`config.mk`:
```
export PLATFORM = sky130hd
export DESIGN_NAME = pwm_channel
export DESIGN_NICKNAME = d
export VERILOG_FILES = /design/src/pwm_pkg.sv /design/src/pwm_prescaler.sv /design/src/pwm_channel.sv
export SDC_FILE = /design/constraint.sdc
export NUM_CORES = 1
export LEC_CHECK = 0
export BUFFER_PORTS_ARGS = -buffer_cell sky130_fd_sc_hd__clkbuf_2
export CAP_MARGIN = 20
export CORE_ASPECT_RATIO = 1.25
export CORE_UTILIZATION = 60
export DETAILED_ROUTE_END_ITERATION = 10
export PLACE_DENSITY = 0.8
export SLEW_MARGIN = 20
export SYNTH_ARGS = -nofsm -noshare
export SYNTH_HDL_FRONTEND = slang
export SYNTH_SLANG_ARGS = --single-unit
export TNS_END_PERCENT = 5
```
`constraint.sdc`:
```
create_clock -name i_clock -period 3 [get_ports i_clock]
set_input_delay 0.3 -clock i_clock [delete_from_list [all_inputs] [get_ports i_clock]]
set_output_delay 0.3 -clock i_clock [all_outputs]
set_load 0.03 [all_outputs]
```
`src/pwm_pkg.sv`:
```
package pwm_pkg;

  // register indices on the plain register port
  localparam logic [2:0] ADDR_DUTY_LOW    = 3'h0; // duty high eight bits
  localparam logic [2:0] ADDR_DUTY_SHADOW = 3'h1; // buffered duty, writable outside pwm mode
  localparam logic [2:0] ADDR_CTRL        = 3'h2; // mode and duty lsbs
  localparam logic [2:0] ADDR_PERIOD      = 3'h3; // period register
  localparam logic [2:0] ADDR_TCOUNT      = 3'h4; // timer count
  localparam logic [2:0] ADDR_TCTRL       = 3'h5; // timer control

  // control register field positions
  localparam int CTRL_LSB_POS  = 4; // duty lsbs at 5:4
  localparam int CTRL_MODE_POS = 0; // mode select at 3:0
  localparam int TCTRL_ON_POS  = 2; // timer enable
  localparam int TCTRL_PS_POS  = 0; // prescaler select at 1:0

  // reset values
  localparam logic [7:0] RST_DUTY   = 8'h00; // duty registers
  localparam logic [7:0] RST_CTRL   = 8'h00; // control register
  localparam logic [7:0] RST_PERIOD = 8'hff; // period register
  localparam logic [7:0] RST_TCTRL  = 8'h00; // timer control

  // bit masks
  localparam logic [7:0] CTRL_MASK  = 8'h3f; // top two bits unimplemented
  localparam logic [7:0] TCTRL_MASK = 8'h7f; // top bit unimplemented

  // prescaler ratios
  typedef enum logic [1:0] {
    PWM_PS_1  = 2'h0,
    PWM_PS_4  = 2'h1,
    PWM_PS_16 = 2'h2,
    PWM_PS_16B = 2'h3
  } pwm_ps_t;

  // register port request
  typedef struct packed {
    logic [2:0] addr; // register index
    logic [7:0] wdata; // write data
    logic       wr;    // write strobe
    logic       rd;    // read strobe
  } pwm_req_t;

endpackage : pwm_pkg

```
`src/pwm_prescaler.sv`:
```
`timescale 1ns/1ns
// divides the clock by 1, 4 or 16, provides the two fine duty bits
module pwm_prescaler (
  input  wire logic        i_clock,  // core clock
  input  wire logic        i_nrst,   // sync reset, low
  input  wire logic        i_run,    // timer running
  input  wire logic [1:0]  i_ps,     // prescaler select
  output logic             o_tick,   // one cycle per timer step
  output logic [1:0]       o_fine    // two low bits of time base
);
  import pwm_pkg::*;

  logic [3:0] cnt_ff;  // free count inside one timer step
  logic [3:0] nxt_cnt; // next count
  logic [3:0] lim;     // last count value of a step

  // terminal count per ratio
  always_comb begin
    unique case (pwm_ps_t'(i_ps))
      PWM_PS_1:  lim = 4'h0;
      PWM_PS_4:  lim = 4'h3;
      PWM_PS_16: lim = 4'hf;
      PWM_PS_16B: lim = 4'hf;
    endcase
    nxt_cnt = (cnt_ff >= lim) ? 4'h0 : cnt_ff + 4'h1;
  end

  // counter, cleared while stopped
  always_ff @(posedge i_clock) begin
    if (!i_nrst || !i_run) begin
      cnt_ff <= 4'h0;
    end else begin
      cnt_ff <= nxt_cnt;
    end
  end

  assign o_tick = i_run && (cnt_ff >= lim);

  // fine bits: the top two prescaler bits, or zero at 1:1
  always_comb begin
    unique case (pwm_ps_t'(i_ps))
      PWM_PS_1:  o_fine = 2'h0;
      PWM_PS_4:  o_fine = cnt_ff[1:0];
      PWM_PS_16: o_fine = cnt_ff[3:2];
      PWM_PS_16B: o_fine = cnt_ff[3:2];
    endcase
  end

endmodule : pwm_prescaler

```
`src/pwm_channel.sv`:
```
`timescale 1ns/1ns
// Operation
// RULE_01: pwm output with ten bit duty
// RULE_02: software clears pin direction to drive
// RULE_03: control write zero forces output low
// RULE_04: period register sets the period
// RULE_05: count equal period clears count next
// RULE_06: restart sets pin unless duty zero
// RULE_07: restart copies duty low into shadow
// RULE_08: postscaler does not affect pwm period
// RULE_09: duty is low reg plus ctrl 5:4
// RULE_10: duty writes apply after period ends
// RULE_11: shadow ignores writes in pwm mode
// RULE_12: shadow plus two bit latch buffer
// RULE_13: clear pin on ten bit match
// RULE_14: duty beyond period keeps pin high
// RULE_15: prescaler ratios one, four, sixteen
// RULE_16: control top two bits read zero
// RULE_17: software setup order period duty pin timer
// RULE_18: mode bits 11xx select pwm
module pwm_channel (
  input  wire logic             i_clock,  // 10 MHz core clock
  input  wire logic             i_nrst,   // sync reset, low
  input  wire pwm_pkg::pwm_req_t i_req,   // register request
  input  wire logic             i_dir_in, // pin direction bit, 1 input
  output logic [7:0]            o_rdata,  // read data, cycle after read
  output logic                  o_pwm,    // output latch level
  output logic                  o_pwm_oe  // pin driver enable
);
  import pwm_pkg::*;

  // software registers
  logic [7:0] duty_low_ff;   // duty high eight bits as written
  logic [7:0] shadow_ff;     // buffered duty high bits
  logic [1:0] lsb_latch_ff;  // buffered duty low bits
  logic [7:0] ctrl_ff;       // mode and duty lsbs
  logic [7:0] period_ff;     // period register
  logic [7:0] tcount_ff;     // timer count
  logic [7:0] tctrl_ff;      // timer control
  logic       out_ff;        // output latch
  logic       oe_ff;         // registered driver enable
  logic [7:0] rdata_ff;      // registered read data

  // derived
  logic       pwm_mode;      // pwm mode selected
  logic       tick;          // timer step
  logic [1:0] fine;          // two fine time base bits
  logic       restart;       // count reaches period on a step
  logic [9:0] base10;        // extended time base
  logic [9:0] duty10;        // buffered ten bit duty
  logic       wr_ctrl;       // write to control
  logic [7:0] nxt_tcount;    // next timer count
  logic       nxt_out;       // next output level

  // decode a write to one register
  function automatic logic is_wr(input pwm_req_t r, input logic [2:0] a);
    is_wr = r.wr && (r.addr == a);
  endfunction : is_wr

  assign pwm_mode = (ctrl_ff[CTRL_MODE_POS+3 -: 2] == 2'h3); // [RULE_18]
  assign wr_ctrl  = is_wr(i_req, ADDR_CTRL);

  // time base prescaler, postscaler not used here
  pwm_prescaler i_pwm_prescaler (
    .i_clock (i_clock),
    .i_nrst  (i_nrst),
    .i_run   (tctrl_ff[TCTRL_ON_POS]),
    .i_ps    (tctrl_ff[TCTRL_PS_POS +: 2]),
    .o_tick  (tick),
    .o_fine  (fine)
  ); // [RULE_15] [RULE_08]

  assign restart = tick && (tcount_ff == period_ff); // [RULE_04]
  assign base10  = {tcount_ff, fine};
  assign duty10  = {shadow_ff, lsb_latch_ff}; // [RULE_12] [RULE_01]

  // timer count: wraps to zero after matching period
  always_comb begin
    if (restart) begin
      nxt_tcount = 8'h00; // [RULE_05]
    end else if (tick) begin
      nxt_tcount = tcount_ff + 8'h01;
    end else begin
      nxt_tcount = tcount_ff;
    end
  end

  // timer count register, software may load it
  always_ff @(posedge i_clock) begin
    if (!i_nrst) begin
      tcount_ff <= 8'h00;
    end else if (is_wr(i_req, ADDR_TCOUNT)) begin
      tcount_ff <= i_req.wdata;
    end else begin
      tcount_ff <= nxt_tcount;
    end
  end

  // period and timer control registers
  always_ff @(posedge i_clock) begin
    if (!i_nrst) begin
      period_ff <= RST_PERIOD;
      tctrl_ff  <= RST_TCTRL;
    end else begin
      if (is_wr(i_req, ADDR_PERIOD)) begin
        period_ff <= i_req.wdata; // [RULE_04]
      end
      if (is_wr(i_req, ADDR_TCTRL)) begin
        tctrl_ff <= i_req.wdata & TCTRL_MASK;
      end
    end
  end

  // duty low and control registers, writable any time
  always_ff @(posedge i_clock) begin
    if (!i_nrst) begin
      duty_low_ff <= RST_DUTY;
      ctrl_ff     <= RST_CTRL;
    end else begin
      if (is_wr(i_req, ADDR_DUTY_LOW)) begin
        duty_low_ff <= i_req.wdata; // [RULE_10]
      end
      if (wr_ctrl) begin
        ctrl_ff <= i_req.wdata & CTRL_MASK; // [RULE_16]
      end
    end
  end

  // shadow and lsb latch load at pwm period restart; shadow also takes writes outside pwm
  always_ff @(posedge i_clock) begin
    if (!i_nrst) begin
      shadow_ff    <= RST_DUTY;
      lsb_latch_ff <= 2'h0;
    end else if (pwm_mode && restart) begin
      shadow_ff    <= duty_low_ff; // [RULE_07] [RULE_10]
      lsb_latch_ff <= ctrl_ff[CTRL_LSB_POS +: 2]; // [RULE_09]
    end else if (!pwm_mode && is_wr(i_req, ADDR_DUTY_SHADOW)) begin
      shadow_ff    <= i_req.wdata; // [RULE_11] writable outside pwm only
    end
  end

  // output latch
  always_comb begin
    nxt_out = out_ff;
    if (pwm_mode) begin
      if (restart) begin
        // new duty is the one latched at this restart
        nxt_out = ({duty_low_ff, ctrl_ff[CTRL_LSB_POS +: 2]} != 10'h000);
      end else if (duty10 == base10) begin
        nxt_out = 1'b0; // [RULE_13] [RULE_14] unreachable if too long
      end
    end
  end

  // latch register; a zero control write forces it low
  always_ff @(posedge i_clock) begin
    if (!i_nrst) begin
      out_ff <= 1'b0;
    end else if (wr_ctrl && (i_req.wdata == 8'h00)) begin
      out_ff <= 1'b0; // [RULE_03] port data latch is elsewhere
    end else if (!pwm_mode) begin
      out_ff <= 1'b0;
    end else begin
      out_ff <= nxt_out; // [RULE_06]
    end
  end

  // driver enable follows the pin direction bit
  always_ff @(posedge i_clock) begin
    if (!i_nrst) begin
      oe_ff <= 1'b0;
    end else begin
      oe_ff <= !i_dir_in; // [RULE_02]
    end
  end

  // read data, one cycle after the read strobe
  always_ff @(posedge i_clock) begin
    if (!i_nrst) begin
      rdata_ff <= 8'h00;
    end else if (i_req.rd) begin
      unique case (i_req.addr)
        ADDR_DUTY_LOW:    rdata_ff <= duty_low_ff;
        ADDR_DUTY_SHADOW: rdata_ff <= shadow_ff;
        ADDR_CTRL:        rdata_ff <= ctrl_ff & CTRL_MASK; // [RULE_16]
        ADDR_PERIOD:      rdata_ff <= period_ff;
        ADDR_TCOUNT:      rdata_ff <= tcount_ff;
        ADDR_TCTRL:       rdata_ff <= tctrl_ff;
        default:          rdata_ff <= 8'h00; // unmapped reads zero
      endcase
    end else begin
      rdata_ff <= 8'h00;
    end
  end

  assign o_rdata  = rdata_ff;
  assign o_pwm    = out_ff;
  assign o_pwm_oe = oe_ff;

endmodule : pwm_channel

```
* After elaboration in Yosys (flattened, before gate mapping) *
Cells that the tools add are included.
W data, S select, Z words.

word-level totals
  ROM bits = 0
  bits in latches = 0
  memories = 0
  input bits = 16
  RAM bits = 0
  bits in registers = 61

operators by class
  div/mod/pow operators = 0
  equality and inequality tests = 11
  $lt $le $gt $ge = 1
  muxes and demuxes = 10
  shifts and indexed selects = 0
  reductions and logical operators = 27
  multiply operators = 0
  $add $sub $neg = 2
  bitwise operators = 2

operator list
  cell                   count
  $pmux W8 S6            1
  $mux W8                5
  $pmux W4 S3            1
  $logic_and A1 B1 Y1    11
  $eq A10 B10 Y1         1
  $reduce_bool A10 Y1    1
  $add A8 B1 Y8 const B  1
  $eq A8 B8 Y1           1
  $logic_not A8 Y1       1
  $eq A2 B2 Y1 const B   3
  $eq A3 B2 Y1 const B   2
  $eq A3 B3 Y1 const B   2
  $pmux W2 S3            1
  $add A4 B1 Y4 const B  1
  $ge A4 B4 Y1           1
  $logic_not A1 Y1       4
  $reduce_bool A2 Y1     2
  $reduce_or A2 Y1       2
  $eq A3 B1 Y1 const B   1
  $logic_not A3 Y1       1
  $reduce_bool A3 Y1     1
  $reduce_or A3 Y1       1
  $eq A2 B1 Y1 const B   1
  $logic_not A2 Y1       1
  4 further kinds        6

* Longest topological paths before layout *
  word-level depth = 8
  depth in mapped cells = 10
  mapped depth without buffers = 7

* Modules after synthesis *
From an unflattened synthesis, not the netlist that was laid out.

unflattened totals
  cell total of the unflattened synthesis = 390
  area total of the unflattened synthesis = 3179.3 µm²

by module, submodules not included
  module         instances  cells an instance  area each (µm²)  sequential area each (µm²)
  pwm_channel    1          357                2887.8           1141.1
  pwm_prescaler  1          33                 291.5            80.1

* Least setup slack after synthesis *
Ideal clock, no wire load.

  kind = reg-to-reg
  from = register tctrl_ff[1]
  to = register shadow_ff[0]
  data arrival time = 2.204 ns
  path buffers = 3
  setup slack = 0.664 ns
  clock period less this slack = 2.336 ns
  stages on the path, launching flop included = 11
  setup time = 0.133 ns
  cell sequence = dfxtp_1 or2_2 ha_1 nand2b_4 a2111o_1 and3_4 buf_6 buf_2 buf_2 nand4_1 a31oi_1

between the ends
  word-level cells in the longest chain between the ends = 8

ends and longest elaborated chain
  what                                           line                 text
  from (decl)                                    pwm_channel.sv:39    logic [7:0] tctrl_ff;
  from (signal assigned)                         pwm_channel.sv:109   tctrl_ff <= i_req.wdata & TCTRL_MASK;
  $eq A2 B2 Y1                                   pwm_prescaler.sv:19  unique case (pwm_ps_t'(i_ps))
  $reduce_or A2 Y1 (no source line)              --
  $pmux W4 S3 (*)                                pwm_prescaler.sv:19
  $ge A4 B4 Y1 (*)                               pwm_prescaler.sv:37  assign o_tick = i_run && (cnt_ff >= lim);
  $logic_and A1 B1 Y1 (*)                        pwm_prescaler.sv:37
  $logic_and A1 B1 Y1 (*)                        pwm_channel.sv:73    assign restart = tick && (tcount_ff == period_ff);
  $logic_and A1 B1 Y1 (*)                        pwm_channel.sv:134   end else if (pwm_mode && restart) begin
  $mux W8 or $reduce_bool A2 Y1 (tied branches)  --
  to (signal assigned)                           pwm_channel.sv:135   shadow_ff <= duty_low_ff;
  to (signal assigned)                           pwm_channel.sv:138   shadow_ff <= i_req.wdata;
  to (decl)                                      pwm_channel.sv:34    logic [7:0] shadow_ff;

Every way passes the cells marked *; elsewhere a longest branch is shown, timed or not.
A chain may end at the register's enable or synchronous reset.

* Worst setup path after layout *
  from = register tctrl_ff[1]
  to = register shadow_ff[1]

The elaborated chain is that of the path after synthesis.

==> metrics.cfg <==
[logic_synthesis]
synth_ff_type = dfxtp_1
synth_top_area_frac = 0.370
syn_inst = 402
synth.avg_cell_area_um2 = 8.20
synth-edff-count = 0
syn_area_mm2 = 0.00330
synth_nets = 424
synth_area_leader_cell = dfxtp_1
ys_warn_count = 0
synthTopCellsByArea = dfxtp_1, nand2_1, mux2i_1
synth-seq-cells = 61
synth_cell_types = 45
seq_area_frac_synth = 0.370
async_flop_share = 0

[floorplanning]
row_count = 29
start_util = 0.635
die_area_mm2 = 0.00580
core-area_mm2 = 0.00519
die_w_um = 68.3
dieHeight_um = 84.9
io_pins = 26

[critical_path]
worstPathArrival_ps = 2700
start_kind = flip-flop
crit_type = flip-flop to flip-flop
crit_fanout = 27
crit_path_end_kind = flip-flop
crit_start = tctrl_ff[1]
r2r_start = tctrl_ff[1]
reg2regPathDepth = 7
worstPathRequired_ps = 3280

[cts]
cts_tree = built
numCtsBuffers = 9
clock_latency_ps = 350
ctsResizeCount = 0
clockBufferDepth = 2
htreeDepth = 3
postCtsSetupRepairBufs = 0
root_buffer = clkbuf_8
cts_sinks = 61
clk_pin_slew_worst_paths_ps = 70
ctsHoldBuffers = 0

[sta]
setup_tns_ps = 0
finalCriticalPeriod_ps = 2420
finalMaxSlewViolations = 0
skew_ps = 8.19
fmax_mhz = 413
grt_setup_unrepaired = no
setup_viol = 0
setup_ws_ps = 577
max_slew_margin = 0.451
fin_crit_sh = 0.808
hold_violations = 0
tightest_slew_ps = 817

[placement]
io_buffers = 25
gp_congestion = 0.957
hpwlAfterDp_mm = 6.40
post-place-ws_ps = 613

[detailed_routing]
firstDrtPassIters = 7
route.antenna.remaining_nets = 0
via_per_inst = 6.59
initialDrtViolationCount = 335
wl_per_cell_um = 19.2
drt_wl_total_mm = 9.24
drc_errors = 0
num_vias = 3175

[finish]
n_antenna_cell = 0
final_nets = 437
fill_cells = 441
layout-drive-gt1-share = 0.145
area_delta_synth_final_pct = 8.54

[power]
leakage_nw = 1.37
peakVddDrop_v = 0.000344
p_per_area_mw_per_mm2 = 472

[global_routing]
grt_antenna_before_repair = 0
grt_usage = 0.348
grt_pass1_wl_mm = 14.2
grt_max_degree = 28
grt_pass1_vias = 2777
grt.overflow.total = 0

[hold_path]
hold_path_class = primary input to flip-flop
hold_start = i_dir_in
holdPathStages = 2

[flow_run]
cap_violations = 0

[status]
status = finished clean

[layer usage]
layer | track usage | vias up | routed length, µm
met2 | 0.536 | 192 | 4390
met3 | 0.103 | 39 | 805
met5 | 0 | - | 0
met4 | 0.165 | 0 | 335
li1 | - | 1470 | -
met1 | 0.438 | 1474 | 3710
[sequential cells by signal (all words and copies together), names as in the netlist]
signal	flops
duty_low_ff	8
i_pwm_prescaler.cnt_ff	4
tcount_ff	8
o_pwm_oe	1
ctrl_ff	6
tctrl_ff	7
period_ff	8
shadow_ff	8
o_pwm	1
lsb_latch_ff	2
o_rdata	8
[power breakdown]
group	switching, mW	total [mW]	internal, mW
combinational	0.114	0.176	0.0617
sequential	0.0205	0.849	0.828
clock	0.324	0.664	0.340
[critical path, stage by stage, from the launching register on]
cell and delay [ps]:
dfxtp_1 360, or2_2 300, ha_1 270, nand2b_4 130, a2111o_1 430, and3_4 280, a311o_1 380, a31oi_1 170
[metrics by stage]
stage | area [µm²] | std cells | hold slack (ps) | total power, mW | util
after floorplan | 3300 | 402 | 372 | 0.977 | -
after global placement | 3400 | 466 | 457 | 1.03 | 0.655
after detailed placement | 3400 | 466 | 464 | 1.04 | 0.655
after CTS | 3580 | 482 | 84.4 | 1.69 | 0.690
after global routing | 3580 | 482 | 92.4 | 1.74 | 0.690
final | 3580 | 482 | 98.2 | 1.69 | 0.690
[synth_stat cells, drive strengths merged, types with 3 or more instances]
library cell,count
o22a,5
mux2,4
nor3,6
xor2,11
a31oi,13
or3,3
nand2,63
clkbuf,14
dfxtp,61
nor2b,3
ha,6
nor2,35
a22oi,9
nand3,20
xnor2,9
o2111ai,3
buf,16
a311o,8
o21ai,14
nand4,14
inv,14
a32oi,5
mux2i,18
a21oi,13
nor4,7
and2,7
nand2b,4
or2,3
[logic make-up after synthesis]
kind of cell               count (synthesis)  share of synthesized area
muxes                                     23                     0.0751
xor gates and xnor gates                  20                     0.0531
buffers and inverters                     44                     0.0619
and+or+nand+nor                          169                      0.247
adders and majority gates                  6                     0.0228
DFF                                       61                      0.370
AOI/OAI and AO/OA                         79                      0.169
[final timing paths]
kind / slack, ps / end
min reg2reg: 490 / lsb_latch_ff[0]
max reg2reg: 580 / shadow_ff[1]
min: 100 / o_pwm_oe
max: 580 / shadow_ff[1]
[cell type report]
| cell class | instances | area (µm²) | share of cell area |
|---|---|---|---|
| Multi-Input combinational cell | 297 | 1870 | 0.523 |
| Sequential cell | 61 | 1220 | 0.341 |
| Timing Repair Buffer | 32 | 178 | 0.0497 |
| Clock buffer | 12 | 155 | 0.0434 |
| Tap cell | 62 | 77.6 | 0.0217 |
| Inverter | 14 | 52.6 | 0.0147 |
| Clock inverter | 4 | 22.5 | 0.00629 |
[cell usage in the layout (no fill, tap or decap), types with 13 or more instances in the layout]
cell type   n
a21oi_1    13
a31oi_1    13
clkbuf_2   25
dfxtp_1    61
inv_1      14
mux2i_1    18
nand2_1    63
nand3_1    20
nand4_1    14
nor2_1     35
o21ai_0    14
Note: power is estimated with default switching activity, not from simulation.
